==> src/hw/cspw_pkg.sv <==
// shared constants and types for the capacitive sense power and wake control
package cspw_pkg;

    // ****************************************
    // widths
    // ****************************************
    localparam int unsigned ADDR_W = 8;
    localparam int unsigned DATA_W = 8;
    localparam int unsigned RES_W  = 12;
    localparam int unsigned NUM_CH = 2;
    localparam int unsigned IRQ_W  = 3;

    // ****************************************
    // register offsets
    // ****************************************
    localparam logic [7:0] OFS_RANGE      = 8'h02;
    localparam logic [7:0] OFS_POWER      = 8'h03;
    localparam logic [7:0] OFS_WAKE1      = 8'h04;
    localparam logic [7:0] OFS_SB_DIV     = 8'h10;
    localparam logic [7:0] OFS_SB_STEP    = 8'h11;
    localparam logic [7:0] OFS_IRQ_STATUS = 8'h12;
    localparam logic [7:0] OFS_IRQ_CLEAR  = 8'h13;
    localparam logic [7:0] OFS_IRQ_ENABLE = 8'h14;

    // ****************************************
    // field positions and writable masks
    // ****************************************
    localparam int unsigned RANGE_CH1_LSB  = 0;
    localparam int unsigned RANGE_CH2_LSB  = 4;
    localparam int unsigned PD_STANDBY_BIT = 0;
    localparam int unsigned PD_CH1_BIT     = 1;
    localparam int unsigned PD_CH2_BIT     = 2;
    localparam int unsigned WAKE_ABS_BIT   = 0;
    localparam int unsigned WAKE_RATE_BIT  = 1;
    localparam int unsigned IRQ_WAKE1_BIT  = 0;
    localparam int unsigned IRQ_WAKE2_BIT  = 1;
    localparam int unsigned IRQ_CONV_BIT   = 2;
    localparam logic [7:0] RANGE_MASK = 8'h33;
    localparam logic [7:0] POWER_MASK = 8'h07;
    localparam logic [7:0] WAKE1_MASK = 8'h03;
    localparam logic [7:0] STEP_MASK  = 8'h07;

    // ****************************************
    // reset values
    // ****************************************
    localparam logic [7:0] RANGE_RESET   = 8'h00;
    localparam logic [7:0] POWER_RESET   = 8'h00;
    localparam logic [7:0] WAKE1_RESET   = 8'h00;
    localparam logic [7:0] SB_DIV_RESET  = 8'h00;
    localparam logic [7:0] SB_STEP_RESET = 8'h00;
    localparam logic [2:0] IRQ_RESET     = 3'h0;

    // ****************************************
    // timing
    // ****************************************
    localparam int unsigned CLK_MHZ         = 50;
    localparam int unsigned CONV_PERIOD_US  = 10;
    localparam int unsigned CONV_PERIOD_CYC = CONV_PERIOD_US * CLK_MHZ;
    localparam int unsigned PERIOD_CNT_W    = 9;
    localparam int unsigned SB_CNT_W        = 16;

    // ****************************************
    // types
    // ****************************************
    typedef struct packed {
        logic             valid;
        logic [RES_W-1:0] value;
    } cspw_result_t;

    typedef struct packed {
        logic [RES_W-1:0] absolute;
        logic [RES_W-1:0] rate;
    } cspw_thresh_t;

    typedef struct packed {
        logic ch2_power_off;
        logic ch1_power_off;
        logic standby_enable;
    } cspw_power_t;

    typedef enum logic [1:0] {
        SCHED_OFF,
        SCHED_NORMAL,
        SCHED_STANDBY
    } cspw_sched_t;

    // full-scale range in pF from a two-bit range code
    function automatic logic [4:0] range_pf(input logic [1:0] code);
        case (code)
            2'h0:    range_pf = 5'h05;
            2'h1:    range_pf = 5'h0A;
            default: range_pf = 5'h14;
        endcase
    endfunction

endpackage

==> src/hw/cspw_ctrl.sv <==
// power, standby, range and wake control with register port
// How it works
// - channel-2 range bits 5:4, 5/10/20/20 pF
// - reserved range and power bits read zero
// - power-down register at offset 03h
// - standby bit puts both channels in standby
// - standby converts at divided-down rate
// - software may clear standby by writing zero
// - wake event on either channel clears standby
// - bit 1 powers channel 1 down
// - bit 2 powers channel 2 down
// - channel-1 wake control at 04h, read/write
// - bit 0 enables channel-1 absolute wake
// - bit 1 enables channel-1 rate wake
`timescale 1ns/1ns
`default_nettype none
module cspw_ctrl (
    input  wire logic                         clk_in,
    input  wire logic                         rst_b_in,
    input  wire logic [cspw_pkg::ADDR_W-1:0]  addr_in,
    input  wire logic [cspw_pkg::DATA_W-1:0]  wdata_in,
    input  wire logic                         wr_in,
    input  wire logic                         rd_in,
    output logic      [cspw_pkg::DATA_W-1:0]  rdata_out,
    input  wire cspw_pkg::cspw_result_t       ch1_result_in,
    input  wire cspw_pkg::cspw_result_t       ch2_result_in,
    input  wire cspw_pkg::cspw_thresh_t       ch1_thresh_in,
    input  wire cspw_pkg::cspw_thresh_t       ch2_thresh_in,
    input  wire logic [1:0]                   ch2_wake_enable_in,
    output logic      [1:0]                   conv_start_out,
    output logic                              standby_out,
    output logic                              ch1_power_off_out,
    output logic                              ch2_power_off_out,
    output logic      [4:0]                   ch1_range_pf_out,
    output logic      [4:0]                   ch2_range_pf_out,
    output logic                              wake_out,
    output logic                              irq_out
);

    logic                                    rst_meta;
    logic                                    rst_n;
    logic [7:0]                              input_range_select;
    cspw_pkg::cspw_power_t                   power_down_control;
    logic [7:0]                              ch1_wake_control;
    logic [7:0]                              standby_divider;
    logic [2:0]                              standby_step;
    logic [cspw_pkg::IRQ_W-1:0]              irq_status;
    logic [cspw_pkg::IRQ_W-1:0]              irq_enable;
    logic [1:0]                              ch_wake;
    logic                                    wake_any;
    logic                                    wr_range;
    logic                                    wr_power;
    logic                                    wr_wake1;
    logic                                    wr_div;
    logic                                    wr_step;
    logic                                    wr_clear;
    logic                                    wr_enable;
    logic [cspw_pkg::PERIOD_CNT_W-1:0]       period_cnt;
    logic                                    period_tick;
    logic [cspw_pkg::SB_CNT_W-1:0]           sb_cnt;
    logic [cspw_pkg::SB_CNT_W-1:0]           sb_limit;
    logic                                    conv_fire;
    cspw_pkg::cspw_sched_t                   sched;
    cspw_pkg::cspw_sched_t                   next_sched;
    logic [cspw_pkg::IRQ_W-1:0]              irq_events;
    logic [cspw_pkg::DATA_W-1:0]             next_rdata;
    logic [1:0]                              powered;
    logic [1:0]                              abs_en;
    logic [1:0]                              rate_en;
    cspw_pkg::cspw_result_t [1:0]            results;
    cspw_pkg::cspw_thresh_t [1:0]            threshs;

    // ****************************************
    // reset release
    // ****************************************
    always_ff @(posedge clk_in or negedge rst_b_in) begin
        if (!rst_b_in) begin
            rst_meta <= 1'b0;
            rst_n    <= 1'b0;
        end else begin
            rst_meta <= 1'b1;
            rst_n    <= rst_meta;
        end
    end

    // ****************************************
    // write decode
    // ****************************************
    assign wr_range  = wr_in && (addr_in == cspw_pkg::OFS_RANGE);
    assign wr_power  = wr_in && (addr_in == cspw_pkg::OFS_POWER);
    assign wr_wake1  = wr_in && (addr_in == cspw_pkg::OFS_WAKE1);
    assign wr_div    = wr_in && (addr_in == cspw_pkg::OFS_SB_DIV);
    assign wr_step   = wr_in && (addr_in == cspw_pkg::OFS_SB_STEP);
    assign wr_clear  = wr_in && (addr_in == cspw_pkg::OFS_IRQ_CLEAR);
    assign wr_enable = wr_in && (addr_in == cspw_pkg::OFS_IRQ_ENABLE);

    // ****************************************
    // range register
    // ****************************************
    always_ff @(posedge clk_in or negedge rst_n) begin
        if (!rst_n) begin
            input_range_select <= cspw_pkg::RANGE_RESET;
        end else if (wr_range) begin
            input_range_select <= wdata_in & cspw_pkg::RANGE_MASK;
        end
    end

    assign ch1_range_pf_out = cspw_pkg::range_pf(input_range_select[cspw_pkg::RANGE_CH1_LSB +: 2]);
    assign ch2_range_pf_out = cspw_pkg::range_pf(input_range_select[cspw_pkg::RANGE_CH2_LSB +: 2]);

    // ****************************************
    // power-down register
    // ****************************************
    always_ff @(posedge clk_in or negedge rst_n) begin
        if (!rst_n) begin
            power_down_control <= cspw_pkg::POWER_RESET[2:0];
        end else begin
            if (wr_power) begin
                power_down_control.ch1_power_off <= wdata_in[cspw_pkg::PD_CH1_BIT];
                power_down_control.ch2_power_off <= wdata_in[cspw_pkg::PD_CH2_BIT];
            end
            if (wake_any) begin
                power_down_control.standby_enable <= 1'b0;
            end else if (wr_power) begin
                power_down_control.standby_enable <= wdata_in[cspw_pkg::PD_STANDBY_BIT];
            end
        end
    end

    assign standby_out       = power_down_control.standby_enable;
    assign ch1_power_off_out = power_down_control.ch1_power_off;
    assign ch2_power_off_out = power_down_control.ch2_power_off;

    // ****************************************
    // wake control and standby rate registers
    // ****************************************
    always_ff @(posedge clk_in or negedge rst_n) begin
        if (!rst_n) begin
            ch1_wake_control <= cspw_pkg::WAKE1_RESET;
        end else if (wr_wake1) begin
            ch1_wake_control <= wdata_in & cspw_pkg::WAKE1_MASK;
        end
    end

    always_ff @(posedge clk_in or negedge rst_n) begin
        if (!rst_n) begin
            standby_divider <= cspw_pkg::SB_DIV_RESET;
            standby_step    <= cspw_pkg::SB_STEP_RESET[2:0];
        end else begin
            if (wr_div) begin
                standby_divider <= wdata_in;
            end
            if (wr_step) begin
                standby_step <= wdata_in[2:0];
            end
        end
    end

    // ****************************************
    // conversion scheduler
    // ****************************************
    always_ff @(posedge clk_in or negedge rst_n) begin
        if (!rst_n) begin
            period_cnt <= '0;
        end else if (period_tick) begin
            period_cnt <= '0;
        end else begin
            period_cnt <= period_cnt + 1'b1;
        end
    end

    assign period_tick = (period_cnt == cspw_pkg::PERIOD_CNT_W'(cspw_pkg::CONV_PERIOD_CYC - 1));
    assign sb_limit    = cspw_pkg::SB_CNT_W'(({8'h00, standby_divider} + 16'h0001) << standby_step);

    always_comb begin
        case (sched)
            cspw_pkg::SCHED_OFF,
            cspw_pkg::SCHED_NORMAL,
            cspw_pkg::SCHED_STANDBY: begin
                if (powered == 2'b00) begin
                    next_sched = cspw_pkg::SCHED_OFF;
                end else begin
                    next_sched = standby_out ? cspw_pkg::SCHED_STANDBY : cspw_pkg::SCHED_NORMAL;
                end
            end
            default: begin
                next_sched = cspw_pkg::SCHED_OFF;
            end
        endcase
    end

    always_ff @(posedge clk_in or negedge rst_n) begin
        if (!rst_n) begin
            sched <= cspw_pkg::SCHED_OFF;
        end else begin
            sched <= next_sched;
        end
    end

    always_ff @(posedge clk_in or negedge rst_n) begin
        if (!rst_n) begin
            sb_cnt <= '0;
        end else if (sched != cspw_pkg::SCHED_STANDBY) begin
            sb_cnt <= '0;
        end else if (period_tick) begin
            sb_cnt <= (sb_cnt >= sb_limit - 16'h0001) ? '0 : sb_cnt + 16'h0001;
        end
    end

    always_comb begin
        case (sched)
            cspw_pkg::SCHED_NORMAL:  conv_fire = period_tick;
            cspw_pkg::SCHED_STANDBY: conv_fire = period_tick && (sb_cnt >= sb_limit - 16'h0001);
            default:       conv_fire = 1'b0;
        endcase
    end

    always_ff @(posedge clk_in or negedge rst_n) begin
        if (!rst_n) begin
            conv_start_out <= 2'b00;
        end else begin
            conv_start_out <= {2{conv_fire}} & powered;
        end
    end

    // ****************************************
    // wake detection
    // ****************************************
    assign powered = {~power_down_control.ch2_power_off, ~power_down_control.ch1_power_off};
    assign abs_en  = {ch2_wake_enable_in[0], ch1_wake_control[cspw_pkg::WAKE_ABS_BIT]};
    assign rate_en = {ch2_wake_enable_in[1], ch1_wake_control[cspw_pkg::WAKE_RATE_BIT]};
    assign results = {ch2_result_in, ch1_result_in};
    assign threshs = {ch2_thresh_in, ch1_thresh_in};

    generate
        for (genvar ch = 0; ch < cspw_pkg::NUM_CH; ch++) begin : g_wake
            cspw_wake_detect u_wake (
                .clk_in         (clk_in),
                .rst_b_in       (rst_n),
                .result_in      (results[ch]),
                .thresh_in      (threshs[ch]),
                .abs_enable_in  (abs_en[ch]),
                .rate_enable_in (rate_en[ch]),
                .powered_in     (powered[ch]),
                .wake_out       (ch_wake[ch])
            );
        end
    endgenerate

    assign wake_any = |ch_wake;
    assign wake_out = wake_any;

    // ****************************************
    // interrupts
    // ****************************************
    assign irq_events = {ch1_result_in.valid | ch2_result_in.valid, ch_wake[1], ch_wake[0]};

    always_ff @(posedge clk_in or negedge rst_n) begin
        if (!rst_n) begin
            irq_status <= cspw_pkg::IRQ_RESET;
        end else begin
            irq_status <= (irq_status & ~(wr_clear ? wdata_in[cspw_pkg::IRQ_W-1:0] : 3'h0)) | irq_events;
        end
    end

    always_ff @(posedge clk_in or negedge rst_n) begin
        if (!rst_n) begin
            irq_enable <= cspw_pkg::IRQ_RESET;
        end else if (wr_enable) begin
            irq_enable <= wdata_in[cspw_pkg::IRQ_W-1:0];
        end
    end

    assign irq_out = |(irq_status & irq_enable);

    // ****************************************
    // read port
    // ****************************************
    always_comb begin
        next_rdata = 8'h00;
        case (addr_in)
            cspw_pkg::OFS_RANGE:      next_rdata = input_range_select;
            cspw_pkg::OFS_POWER:      next_rdata = {5'h00, power_down_control};
            cspw_pkg::OFS_WAKE1:      next_rdata = ch1_wake_control;
            cspw_pkg::OFS_SB_DIV:     next_rdata = standby_divider;
            cspw_pkg::OFS_SB_STEP:    next_rdata = {5'h00, standby_step};
            cspw_pkg::OFS_IRQ_STATUS: next_rdata = {5'h00, irq_status};
            cspw_pkg::OFS_IRQ_ENABLE: next_rdata = {5'h00, irq_enable};
            default:                  next_rdata = 8'h00;
        endcase
    end

    always_ff @(posedge clk_in or negedge rst_n) begin
        if (!rst_n) begin
            rdata_out <= 8'h00;
        end else if (rd_in) begin
            rdata_out <= next_rdata;
        end else begin
            rdata_out <= 8'h00;
        end
    end

endmodule
`default_nettype wire

==> src/hw/cspw_wake_detect.sv <==
// per-channel absolute and rate-of-change wake detector
`timescale 1ns/1ns
`default_nettype none
module cspw_wake_detect (
    input  wire logic                  clk_in,
    input  wire logic                  rst_b_in,
    input  wire cspw_pkg::cspw_result_t result_in,
    input  wire cspw_pkg::cspw_thresh_t thresh_in,
    input  wire logic                  abs_enable_in,
    input  wire logic                  rate_enable_in,
    input  wire logic                  powered_in,
    output logic                       wake_out
);

    logic [cspw_pkg::RES_W-1:0] prev;
    logic                       have_prev;
    logic [cspw_pkg::RES_W-1:0] delta;
    logic                       abs_hit;
    logic                       rate_hit;

    // ****************************************
    // threshold compare
    // ****************************************
    assign delta    = (result_in.value >= prev) ? (result_in.value - prev) : (prev - result_in.value);
    assign abs_hit  = abs_enable_in && (result_in.value > thresh_in.absolute);
    assign rate_hit = rate_enable_in && have_prev && (delta > thresh_in.rate);

    // ****************************************
    // previous sample
    // ****************************************
    always_ff @(posedge clk_in or negedge rst_b_in) begin
        if (!rst_b_in) begin
            prev      <= '0;
            have_prev <= 1'b0;
        end else if (!powered_in) begin
            have_prev <= 1'b0;
        end else if (result_in.valid) begin
            prev      <= result_in.value;
            have_prev <= 1'b1;
        end
    end

    // ****************************************
    // wake pulse
    // ****************************************
    always_ff @(posedge clk_in or negedge rst_b_in) begin
        if (!rst_b_in) begin
            wake_out <= 1'b0;
        end else begin
            wake_out <= powered_in && result_in.valid && (abs_hit || rate_hit);
        end
    end

endmodule
`default_nettype wire

==> config.mk <==
export PLATFORM = sky130hd
export DESIGN_NAME = cspw_ctrl
export DESIGN_NICKNAME = d
export VERILOG_FILES = /design/src/hw/cspw_pkg.sv /design/src/hw/cspw_ctrl.sv /design/src/hw/cspw_wake_detect.sv
export SDC_FILE = /design/constraint.sdc
export NUM_CORES = 1
export LEC_CHECK = 0
export BUFFER_PORTS_ARGS = -buffer_cell sky130_fd_sc_hd__buf_2
export CORE_AREA = 3 3 151 153
export DETAILED_ROUTE_END_ITERATION = 7
export DIE_AREA = 0 0 154 156
export SKIP_LAST_GASP = 1
export SYNTH_ARGS = -nofsm -noshare
export SYNTH_HDL_FRONTEND = slang
export SYNTH_SLANG_ARGS = --single-unit
==> constraint.sdc <==
create_clock -name clk_in -period 2.66 [get_ports clk_in]
set_input_delay 0 -clock clk_in [delete_from_list [all_inputs] [get_ports clk_in]]
set_output_delay 0 -clock clk_in [all_outputs]
set_load 0.1 [all_outputs]
# --- After elaboration in Yosys (flattened, before gate mapping) ---
# Cells that the tools add are included.
# W data, S select, Z words.
word_totals:
  regBits: 93
  out_inout_bits: 25
  word_cells: 114
classes:
  add_sub_neg: 8
  order_cmp: 7
  eq_ne: 14
  shift: 1
  mux: 21
  n_bitwise: 8
  reduce_logical: 33
ops:
  columns: ["cell", "count"]
  rows:
  - ["$pmux W8 S7", 1]
  - ["$gt A12 B12 Y1", 4]
  - ["$mux W16", 3]
  - ["$sub A12 B12 Y12", 4]
  - ["$eq A8 B5 Y1 const B", 5]
  - ["$ge A12 B12 Y1", 2]
  - ["$mux W12", 2]
  - ["$pmux W5 S2", 2]
  - ["$logic_and A1 B1 Y1", 18]
  - ["$add A16 B1 Y16 const B", 1]
  - ["$eq A8 B2 Y1 const B", 2]
  - ["$ge A16 B16 Y1", 1]
  - ["$shl A9 B3 Y16", 1]
  - ["$sub A16 B1 Y16 const B", 1]
  - ["$add A8 B1 Y9 const B", 1]
  - ["$add A9 B1 Y9 const B", 1]
  - ["$eq A9 B9 Y1 const B", 1]
  - ["$mux W9", 1]
  - ["$eq A8 B3 Y1 const B", 1]
  - ["$logic_not A2 Y1", 4]
  - ["$mux W8", 1]
  - ["$reduce_bool A2 Y1", 4]
  - ["$and A3 B3 Y3", 2]
  - ["$eq A2 B1 Y1 const B", 3]
  - ["15 further kinds", 26]

# --- Longest topological paths before layout ---
# Gate-level depths: netlist (run 1).
depth:
  depth_word: 7
  mapped_depth: 21
  mapped_depth_nobuf: 19

# --- By module ---
# Synthesis (run 1) repeated with hierarchy kept, for this count alone.
hier_totals:
  hier_cells: 1072
  area_unflattened_um2: 9271.4
by_module_without_submodules:
  columns: ["module", "instances", "cells_each", "area_per_inst_um2", "seq_area_each_um2"]
  rows:
  - ["cspw_ctrl", 1, 498, 4647.0, 1626.6]
  - ["cspw_wake_detect", 2, 287, 2312.2, 350.3]

# --- Worst setup path after synthesis (run 1) ---
# OpenSTA, ideal clock, no wires.
synth_timing:
  path_kind: "flip-flop to flip-flop"
  from: "register standby_step[1]"
  to: "register sb_cnt[15] (netlist bit)"
  setup_time_ps: 66
  arrival_ps: 4124
  required_ps: 2594
  slack_ps: -1531
  path_stages_with_launch: 21
  synth_period_minus_slack_ps: 4191
  cell_sequence: "dfrtp_1 clkbuf_1 buf_2 clkbuf_1 nor2_1 nand2_1 ha_1 and2_1 a41o_1 o221ai_1 nor4_2 nand3_1 xor2_1 ha_1 a2111o_1 clkbuf_1 nor2_1 nand2_1 a211oi_1 o21ai_0 nand2_1"
synth_via:
  elab_chain_cells: 6
synth_rtl:
  columns: ["element", "line_no", "rtl"]
  rows:
  - ["start: declaration", "cspw_ctrl.sv:46", "logic [2:0] standby_step;"]
  - ["start signal: assignment", "cspw_ctrl.sv:148", "standby_step <= cspw_pkg::SB_STEP_RESET[2:0];"]
  - ["start signal: assignment", "cspw_ctrl.sv:154", "standby_step <= wdata_in[2:0];"]
  - ["$shl A9 B3 Y16", "cspw_ctrl.sv:173", "assign sb_limit = cspw_pkg::SB_CNT_W'(({8'h00, standby_divider} + 16'h0001) << standby_step);"]
  - ["$sub A16 B1 Y16", "cspw_ctrl.sv:206", "sb_cnt <= (sb_cnt >= sb_limit - 16'h0001) ? '0 : sb_cnt + 16'h0001;"]
  - ["$ge A16 B16 Y1", "cspw_ctrl.sv:206", null]
  - ["$mux W16", "cspw_ctrl.sv:206", null]
  - ["$mux W16", "cspw_ctrl.sv:205", "end else if (period_tick) begin"]
  - ["$mux W16", "cspw_ctrl.sv:203", "end else if (sched != cspw_pkg::SCHED_STANDBY) begin"]
  - ["end signal: assignment", "cspw_ctrl.sv:206", null]
  - ["end: declaration", "cspw_ctrl.sv:60", "logic [cspw_pkg::SB_CNT_W-1:0] sb_cnt;"]
# Every way passes these cells. The select of a mux whose other input is x is not followed.
# A chain may end at the register's enable or synchronous reset.

# --- Worst setup path in the final report (run 1) ---
layout_timing:
  from: "register standby_divider[0]"
  to: "register sb_cnt[2] (netlist bit)"
layout_via:
  elab_chain_cells: 7
layout_rtl:
  columns: ["element", "line_no", "rtl"]
  rows:
  - ["start: declaration", "cspw_ctrl.sv:45", "logic [7:0] standby_divider;"]
  - ["start signal: assignment", "cspw_ctrl.sv:147", "standby_divider <= cspw_pkg::SB_DIV_RESET;"]
  - ["start signal: assignment", "cspw_ctrl.sv:151", "standby_divider <= wdata_in;"]
  - ["$add A8 B1 Y9", "cspw_ctrl.sv:173", null]
  - ["$shl A9 B3 Y16", "cspw_ctrl.sv:173", null]
  - ["$sub A16 B1 Y16", "cspw_ctrl.sv:206", null]
  - ["$ge A16 B16 Y1", "cspw_ctrl.sv:206", null]
  - ["$mux W16", "cspw_ctrl.sv:206", null]
  - ["$mux W16", "cspw_ctrl.sv:205", null]
  - ["$mux W16", "cspw_ctrl.sv:203", null]
# Every way passes these cells. The select of a mux whose other input is x is not followed.

==> results of run 1 <==
power groups by stage:
stage	logic [W]	registers, W	clock network, W
after global routing	0.00300	0.00157	0.00131
after CTS	0.00265	0.00156	0.00125
after detailed placement	0.00232	0.00158	0
final	0.00273	0.00156	0.00122
after global placement	0.00229	0.00158	0
after floorplan	0.00150	0.00157	0
per-layer routing:
metal,up-vias,wire (um)
li1,4599,-
met1,4275,11300
met2,155,12600
met3,32,727
met4,0,460
met5,-,0
state kept, by name, indices dropped and copies added (netlist names), 3 cells and up:
signal / count
input_range_select: 4
irq_enable: 3
standby_step: 3
sb_cnt: 16
g_wake.u_wake.prev: 24
irq_status: 3
standby_divider: 8
rdata_out: 8
period_cnt: 9
final cells by class:
type / count / area [sq um]
clock buffer: 11 / 233
clock inverter: 5 / 35.0
fill: 1901 / 8720
multi-input combinational: 827 / 6750
tap: 280 / 350
inverter: 119 / 447
timing repair buffer: 396 / 2820
sequential: 93 / 2340
stage by stage:
stage                     cell area [sq um]  hold slack, ps
after floorplan                        9320            -296
after global placement                11700            -213
after detailed placement              11700            -212
after CTS                             12800            2.39
after global routing                  13000            22.1
final                                 13000            3.07
path summary, 6_finish.rpt:
path / cells past startpoint / start / to
worst min register to register: 0 / rst_meta / rst_n
worst max-delay path: 17 / standby_divider[0] / sb_cnt[2]
min in group asynchronous: 0 / rst_n / input_range_select[1]
worst max register to register: 17 / standby_divider[0] / sb_cnt[2]
max in group asynchronous: 1 / rst_n / standby_divider[3]
worst min-delay path: 3 / wdata_in[1] / irq_status[1]
cells in the mapped netlist (all sizes together) (4+ instances only):
master / instances / area, sq um
o21bai: 6 / 45.0
o21a: 6 / 45.0
dfrtp: 93 / 2330
a22oi: 4 / 30.0
a211oi: 18 / 135
inv: 119 / 447
o311ai: 4 / 35.0
mux2i: 21 / 210
ha: 117 / 1460
a21o: 38 / 285
nand3: 34 / 170
a21oi: 60 / 304
or2: 5 / 31.3
o211ai: 8 / 60.1
nor2: 72 / 270
or3: 7 / 43.8
and4: 5 / 48.8
nor3: 26 / 130
o221ai: 4 / 35.0
and2: 8 / 50.1
a311oi: 10 / 87.6
nor2b: 17 / 106
a211o: 5 / 45.0
nor3b: 5 / 37.5
buf: 17 / 111
nand4: 16 / 100
o21ai: 54 / 278
clkbuf: 29 / 109
fa: 4 / 80.1
nand2: 90 / 345
and3: 14 / 87.6
nor4: 18 / 140
o31ai: 5 / 37.5
a31oi: 5 / 31.3
mux2: 32 / 360
xor2: 16 / 140
nand2b: 16 / 100
xnor2: 28 / 253
o22ai: 6 / 37.5
a221oi: 13 / 126
worst max-delay path, stage by stage, from the launching register on:
cell	delay, ps
dfrtp_2	450
ha_4	200
and4_4	170
o32ai_1	220
a211oi_1	110
mux4_2	550
nor4_4	280
buf_4	180
nand2_1	50
xor2_1	140
ha_1	300
and4_4	230
and3_4	200
a21oi_4	70
buf_6	150
buf_16	130
a221oi_4	240
nand2_1	70
timing repair:
item	4_1_cts	5_1_grt
hold endpoints to repair	35	0
gates cloned	2	0
setup endpoints to repair	20	20
setup buffers	15	6
pin swaps	47	15
hold buffers	28	0
gates resized for setup	77	30
logic make-up after synthesis:
| group | count (synthesis) |
|---|---|
| other | 1 |
| adder cells (fa/ha/maj) | 121 |
| multiplexers | 54 |
| XOR/XNOR | 44 |
| buffers and inverters | 165 |
| AO/OA/AOI/OAI | 269 |
| flip-flops | 93 |
| AND/OR/NAND/NOR | 338 |
==> flow_metrics.py, run 1 <==
metrics = {
    "final_layout": {
        "num_antenna_cells": 0,
        "final_core_util_pct": 59.8,
        "final_cells": 1731,
        "syn_to_final_growth_pct": 43.0,
        "final_common_cell": "buf_4",
        "final_cell_mix": "buf_4 (235), buf_2 (120), inv_1 (116)",
        "final_nets": 1663,
        "drive_gt1_share_pct": 36.9,
    },
    "logic_synthesis": {
        "synthArstFlopShare_pct": 100,
        "synth_compound_area_share_pct": 20.3,
        "yosys.area_share.xor_xnor_pct": 4.33,
        "synth_top_family_by_area": "compound AO/OA/AOI/OAI gates",
        "synth_edf_count": 0,
        "synth_simple_gate_area_share_pct": 18.8,
        "synth.distinct_cells": 79,
        "synth_top_flop_cell": "dfrtp_1",
        "synthMuxAreaShare_pct": 6.54,
        "netlist_area_sq_um": 9070,
        "synthAdderAreaFrac_pct": 17.0,
        "yosysWarningCount": 0,
        "syn_nets": 1302,
        "yosys_register_bits": 93,
        "seq_area_frac_synth_pct": 25.7,
        "postSynthCellCount": 1085,
        "syn_area_per_cell_sq_um": 8.36,
    },
    "critical_path": {
        "crit_type": "flop to flop",
        "r2r_setup_slack_ps": -1210,
        "startpoint_type": "flop",
        "end_kind": "flop",
        "crit_required_ps": 2900,
        "arrival_ps": 4110,
        "cp_max_fo": 6,
    },
    "timing": {
        "post-route-min-period_ps": 3870,
        "rsz0062_at_grt": "true",
        "finalSetupTns_ps": -23160,
        "final_max_slew_viol_count": 0,
        "final.period_utilization_pct": 146,
        "final_hold_viol_count": 0,
        "setup_viol": 20,
        "fmax_mhz": 258,
        "clock_skew_ps": 13.9,
        "setup_slack_ps": -1210,
        "maxSlewHeadroom_pct": 36.8,
        "tightest_slew_ps": 948,
    },
    "cts": {
        "cts.path.max_buffers": 2,
        "ctsRootBufferMaster": "clkbuf_16",
        "path_clk_slew_ps": 70,
        "clk_latency_ps": 350,
        "cts_tree": "built",
        "cts-htree-levels": 3,
        "numCtsBuffers": 9,
        "cts.sinks": 93,
    },
    "floorplanning": {
        "die-area_sq_um": 24000,
        "die_x_um": 154,
        "core_area_sq_um": 21700,
        "fp-row-count": 54,
        "die_y_um": 156,
        "num_io_pins": 121,
        "start_util_pct": 41.8,
    },
    "pwr": {
        "p_int_w": 0.00351,
        "p_leak_nw": 6.52,
        "switching_power_w": 0.00200,
        "switching_share_pct": 36.3,
        "p_comb_share_pct": 49.6,
        "power_frac_seq_pct": 28.3,
        "irDropWorstVdd_v": 0.000336,
        "finalPower_w": 0.00551,
        "clock_power_share_pct": 22.1,
        "p_per_area_nw_per_um2": 425,
    },
    "routing": {
        "routed_wl_um": 25100,
        "drtAntennaViolNets": 0,
        "routed_via_density": 5.23,
        "drt-wirelength-per-cell_um": 14.5,
        "dr_total_vias": 9061,
        "drt_pass1_iterations": 5,
        "drc": 0,
        "drt_iter0_drc": 407,
    },
    "global_routing": {
        "busiest_layer": "met2",
        "grt.met2_usage_pct": 36.4,
        "grt_pass1_wl_um": 42000,
        "grt_overflow": 0,
        "use_met3_pct": 3.25,
        "grt_pass1_vias": 9100,
        "antenna_found_initial": 0,
        "grt_use_total_pct": 20.7,
        "grt_max_degree": 70,
        "use_met1_pct": 26.5,
    },
    "placed_design": {
        "dp_hpwl_um": 19200,
        "pre_cts_ws_ps": -1350,
        "io_buffers": 120,
        "dp.cells": 1665,
        "finalWeightedCongestion": 0.892,
    },
    "hold_path": {
        "holdCritPathClass": "input pin to flop",
    },
    "outcome": {
        "outcome": "complete, but fails checks",
        "violations": "negative setup slack",
    },
    "flow_run": {
        "cap_violations": 0,
    },
}
Note: power is estimated with default switching activity, not from simulation.
==> inputs of run 2 (changes only) <==
CELL_PAD_IN_SITES_DETAIL_PLACEMENT = 0   (was unset)
CELL_PAD_IN_SITES_GLOBAL_PLACEMENT = 1   (was unset)
CORE_AREA = 3 3 155 157   (was 3 3 151 153)
DIE_AREA = 0 0 158 160   (was 0 0 154 156)
PLACE_DENSITY = 0.82   (was unset)
==> run 2 against run 1 <==
The flow still finishes with violations (negative setup slack). Global-route usage fell by 1.1 points. Fmax fell by 0.19%. Hold slack improved by 11 ps. Power fell by 0.36%. Cell count fell by 0.64%. Non-clock buffer count fell by 16. Clock-buffer cell count rose by 1. Core utilization fell by 2.9 points. Clock power rose by 7%. Combinational power fell by 4%. Sequential share of layout area rose by 0.11 points. Die area rose by 5.2%. Critical path type unchanged.
==> flow_metrics.py, run 2 (same netlist as run 1, synthesis figures left out) <==
metrics = {
    "flow_run": {
        "cap_violations": 0,
    },
    "routing": {
        "drc": 0,
        "drt_pass1_iterations": 6,
        "drt-wirelength-per-cell_um": 14.8,
        "drtAntennaViolNets": 0,
        "drt_iter0_drc": 283,
        "routed_via_density": 5.33,
        "routed_wl_um": 25500,
        "dr_total_vias": 9159,
    },
    "timing": {
        "final.period_utilization_pct": 146,
        "whs_ps": 13.9,
        "clock_skew_ps": 14.2,
        "final_max_slew_viol_count": 0,
        "final_hold_viol_count": 0,
        "post-route-min-period_ps": 3880,
        "fmax_mhz": 258,
        "setup_viol": 20,
        "rsz0062_at_grt": "true",
        "maxSlewHeadroom_pct": 54.9,
        "tightest_slew_ps": 677,
        "setup_slack_ps": -1220,
    },
    "critical_path": {
        "cp_max_fo": 9,
        "arrival_ps": 4170,
        "crit_required_ps": 2950,
        "r2r_setup_slack_ps": -1220,
        "startpoint_type": "flop",
        "end_kind": "flop",
        "crit_type": "flop to flop",
        "worstReg2RegStart": "standby_divider[0]",
        "rr_endpoint": "sb_cnt[11]",
        "r2r_cells": 19,
    },
    "floorplanning": {
        "start_util_pct": 40.0,
        "die_y_um": 160,
        "die_x_um": 158,
        "core_area_sq_um": 22600,
        "fp-row-count": 55,
        "die-area_sq_um": 25300,
        "num_io_pins": 121,
    },
    "cts": {
        "cts.path.max_buffers": 2,
        "numCtsBuffers": 9,
        "ctsRootBufferMaster": "clkbuf_16",
        "clk_latency_ps": 360,
        "cts_tree": "built",
        "cts-htree-levels": 3,
        "cts.sinks": 93,
        "path_clk_slew_ps": 70,
    },
    "final_layout": {
        "final_nets": 1647,
        "syn_to_final_growth_pct": 42.1,
        "stdcell_area_sq_um": 12900,
        "regMostFlops": "g_wake.u_wake.prev",
        "final_common_cell": "buf_4",
        "drive_gt1_share_pct": 36.5,
        "num_antenna_cells": 0,
        "fillers": 2031,
        "largest_reg_flops": 24,
        "reg_top3": "g_wake.u_wake.prev (24), sb_cnt (16), period_cnt (9)",
        "final_cell_mix": "buf_4 (216), buf_2 (120), inv_1 (115)",
    },
    "hold_path": {
        "holdCritPathClass": "input pin to flop",
        "min_to": "irq_status[0]",
        "hold_start": "wdata_in[0]",
        "whs_path_depth": 3,
    },
    "outcome": {
        "outcome": "complete, but fails checks",
        "violations": "negative setup slack",
    },
    "pwr": {
        "irDropWorstVdd_v": 0.000301,
        "p_per_area_nw_per_um2": 426,
        "p_leak_nw": 6.42,
    },
    "placed_design": {
        "io_buffers": 120,
        "finalWeightedCongestion": 0.886,
        "dp_hpwl_um": 19500,
        "dpl_cell_area_sq_um": 11600,
        "pre_cts_ws_ps": -1260,
    },
    "global_routing": {
        "grt_max_degree": 48,
        "grt_pass1_wl_um": 41500,
        "grt_use_total_pct": 19.7,
        "antenna_found_initial": 0,
        "grt_overflow": 0,
        "grt_pass1_vias": 8999,
    },
}
[run 2: cell count changes in the layout (fill, tap and decap cells not counted), moves of 4 or more]
cell / change
a311oi_1: +6
a311oi_2: -6
buf_4: -19
mux2i_1: -4
mux2i_2: +4
nor3_1: -7
nor3_2: +7
[run 2: critical path, cell delays in order (launching register included)]
cell and delay, ps:
dfrtp_2 450, ha_4 190, and4_4 220, o32ai_4 220
a211oi_2 100, mux4_2 520, buf_4 170, nor4_4 110
buf_4 180, xnor2_2 110, ha_1 260, a21o_1 180
a21oi_2 140, nor2b_1 60, o21ai_1 110, nand2_1 130
a21oi_4 270, buf_6 190, a311oi_1 90, nor2_1 110
[run 2: how the worst max path moves through the flow]
| stage | startpoint | end | slack (ps) | cells after the start |
|---|---|---|---|---|
| floorplan | standby_divider[3] | sb_cnt[2] | -1100 | 17 |
| global placement | standby_step[0] | sb_cnt[15] | -1160 | 19 |
| detailed placement | standby_divider[0] | sb_cnt[9] | -1260 | 15 |
| CTS | standby_divider[0] | sb_cnt[3] | -1120 | 18 |
| global route | standby_divider[0] | sb_cnt[8] | -1410 | 19 |
| finish | standby_divider[0] | sb_cnt[11] | -1220 | 19 |
[run 2: where the power goes]
part / switching (W) / internal, W
sequential: 0.0000735 / 0.00148
clock: 0.000562 / 0.000752
combinational: 0.00132 / 0.00130
total: 0.00196 / 0.00353
[run 2: cell type report]
type	instances	area [sq um]	share of cell area (%)
Multi-Input combinational cell	827	6760	52.4
Inverter	119	447	3.47
Sequential cell	93	2340	18.1
Clock inverter	4	47.5	0.369
Clock buffer	12	246	1.91
Tap cell	285	357	2.77
Timing Repair Buffer	380	2700	20.9
[run 2: per-stage QoR]
step	setup TNS (ps)	utilization, %	cells	power [W]
floorplan	-18560	-	1085	0.00307
global placement	-21960	51.4	1661	0.00385
detailed placement	-23490	51.4	1661	0.00391
CTS	-21480	55.2	1712	0.00536
global route	-26760	56.9	1720	0.00585
finish	-23250	56.9	1720	0.00549
[run 2: what timing repair did]
item	in CTS	in global routing
hold buffers	31	0
pin swaps	36	43
hold endpoints to repair	38	0
resized for setup	45	67
setup buffers	5	8
endpoints found under the setup margin	20	20
[run 2: routing by layer]
layer,share of wire (%),up-vias,GRT usage [%]
li1,-,4566,-
met1,46,4408,25.9
met2,49,149,33.6
met3,2.8,36,2.74
met4,2.0,0,5.51
met5,0,-,0
==> inputs of run 3 (changes only) <==
==> constraint.sdc (replaced) <==
create_clock -name clk_in -period 3.56 [get_ports clk_in]
set_input_delay 0.178 -clock clk_in [delete_from_list [all_inputs] [get_ports clk_in]]
set_output_delay 0.178 -clock clk_in [all_outputs]
set_load 0.1 [all_outputs]
==> run 3 against run 2 <==
The flow still finishes with violations (negative setup slack). Setup slack better by 810 ps. Global-route usage is 1.2 points lower. Non-clock buffer count is 92 lower. Clock-buffer cell count unchanged.
==> flow_metrics.py, run 3 (same netlist as run 1, synthesis figures left out) <==
metrics = {
    "placed_design": {
        "finalWeightedCongestion": 0.851,
        "dpl_cell_area_sq_um": 11000,
        "io_buffers": 120,
        "pre_cts_ws_ps": -392,
        "dp_hpwl_um": 18600,
    },
    "global_routing": {
        "grt_pass1_vias": 8317,
        "grt_use_total_pct": 18.5,
        "grt_pass1_wl_um": 39200,
        "antenna_found_initial": 2,
        "grt_overflow": 0,
        "grt_max_degree": 64,
    },
    "cts": {
        "cts-htree-levels": 3,
        "numCtsBuffers": 9,
        "clk_latency_ps": 350,
        "ctsRootBufferMaster": "clkbuf_16",
        "cts.path.max_buffers": 2,
        "path_clk_slew_ps": 70,
        "cts_tree": "built",
        "cts.sinks": 93,
    },
    "timing": {
        "clock_skew_ps": 9.84,
        "maxSlewHeadroom_pct": 43.4,
        "final_max_slew_viol_count": 0,
        "fmax_mhz": 252,
        "setup_viol": 19,
        "post-route-min-period_ps": 3970,
        "final_hold_viol_count": 0,
        "final.period_utilization_pct": 112,
        "rsz0062_at_grt": "true",
        "tightest_slew_ps": 849,
        "setup_slack_ps": -411,
    },
    "routing": {
        "dr_total_vias": 8609,
        "wl_met2_um": 11800,
        "drtAntennaViolNets": 0,
        "drc": 0,
        "top_layer_used": "met5",
        "drt-wirelength-per-cell_um": 14.7,
        "drt_iter0_drc": 395,
        "routed_wl_um": 23900,
        "routed_via_density": 5.28,
        "met1Wirelength_um": 10800,
        "wl_met3_um": 1030,
        "drt_pass1_iterations": 7,
    },
    "outcome": {
        "outcome": "complete, but fails checks",
        "violations": "negative setup slack",
    },
    "final_layout": {
        "final_nets": 1555,
        "largest_reg_flops": 24,
        "syn_to_final_growth_pct": 32.1,
        "fillers": 2158,
        "regMostFlops": "g_wake.u_wake.prev",
        "final_cell_mix": "buf_4 (160), buf_2 (120), inv_1 (116)",
        "stdcell_area_sq_um": 12000,
        "final_common_cell": "buf_4",
        "reg_top3": "g_wake.u_wake.prev (24), sb_cnt (16), period_cnt (9)",
        "drive_gt1_share_pct": 32.8,
        "multiInputGateArea_sq_um": 6620,
        "area.sequential_sq_um": 2340,
    },
    "pwr": {
        "p_leak_nw": 5.98,
        "irDropWorstVdd_v": 0.000220,
        "p_per_area_nw_per_um2": 337,
    },
    "critical_path": {
        "crit_type": "flop to flop",
        "cp_max_fo": 5,
        "end_kind": "flop",
        "crit_required_ps": 3850,
        "arrival_ps": 4260,
        "startpoint_type": "flop",
    },
    "floorplanning": {
        "die_x_um": 158,
        "die_y_um": 160,
        "num_io_pins": 121,
        "start_util_pct": 40.0,
        "core_area_sq_um": 22600,
        "fp-row-count": 55,
        "die-area_sq_um": 25300,
    },
    "hold_path": {
        "holdCritPathClass": "input pin to flop",
    },
    "flow_run": {
        "cap_violations": 0,
    },
}
## run 3: changes by cell type in the layout (fill, tap and decap cells not counted), sizes merged
cell,before,now
buf,349,287
bufinv,1,2
dlygate4sd3,31,1
diode,0,1
clkinvlp,1,0
## run 3: what timing repair did
item	CTS	global route
pin swaps	46	28
buffers inserted	11	11
gates resized for setup	46	53
hold buffers	1	0
cloned	0	1
endpoints found under the setup margin	20	20
endpoints found under the hold margin	2	0
## run 3: metrics by stage
| step | total power (W) | utilization, % | setup TNS (ps) | hold slack (ps) | cells |
|---|---|---|---|---|---|
| after floorplan | 0.00226 | - | -1270 | -118 | 1085 |
| after global placement | 0.00275 | 48.6 | -4490 | -36.6 | 1589 |
| after detailed placement | 0.00278 | 48.6 | -6860 | -36.3 | 1589 |
| after CTS | 0.00396 | 51.4 | -4560 | 49.9 | 1616 |
| after global routing | 0.00430 | 52.9 | -9810 | 51.0 | 1629 |
| final | 0.00403 | 52.9 | -6310 | 61.0 | 1629 |
## run 3: layer usage
| layer | track usage (%) | vias to the layer above |
|---|---|---|
| met3 | 3.77 | 22 |
| met2 | 31.3 | 158 |
| met1 | 24.5 | 4042 |
| li1 | - | 4385 |
| met5 | 0 | - |
| met4 | 3.60 | 2 |
## run 3: worst max-delay path: stages, from the launching register on
cell and delay (ps):
dfrtp_2 440, ha_4 190, and4_4 220, o32ai_1 330, a211oi_2 120, mux4_2 550
nor4_4 200, buf_4 160, nand3_1 90, xor2_1 170, ha_1 290, a2111o_1 450
or3_1 410, a211oi_2 150, o21ai_1 80, nand2_1 60
## run 3: layout make-up
cell class / count / share of cell area (%)
diodes: 1 / 0.0209
clock buffers: 12 / 2.14
clock inverters: 4 / 0.585
inverters: 119 / 3.73
multi-input cells: 827 / 55.3
flip-flops and latches: 93 / 19.5
well taps: 285 / 2.98
repair buffers: 288 / 15.8
## run 3: worst paths after layout
path | startpoint | to | slack, ps | cells past startpoint
setup reg to reg | standby_divider[0] | sb_cnt[2] | -410 | 15
max in group asynchronous | rst_n | sb_cnt[0] | 2330 | 1
hold reg to reg | rst_meta | rst_n | 350 | 0
min in group asynchronous | rst_b_in | rst_n | 130 | 2
hold / removal | wdata_in[6] | standby_divider[6] | 60 | 2
setup / recovery | standby_divider[0] | sb_cnt[2] | -410 | 15
## run 3: report_power, final
part / leakage [nW] / total, W / internal [W] / switching [W]
Clock: 0.163 / 0.00106 / 0.000652 / 0.000412
Combinational: 4.61 / 0.00180 / 0.000866 / 0.000937
Sequential: 1.20 / 0.00117 / 0.00111 / 0.0000601
Total: 5.98 / 0.00403 / 0.00262 / 0.00141
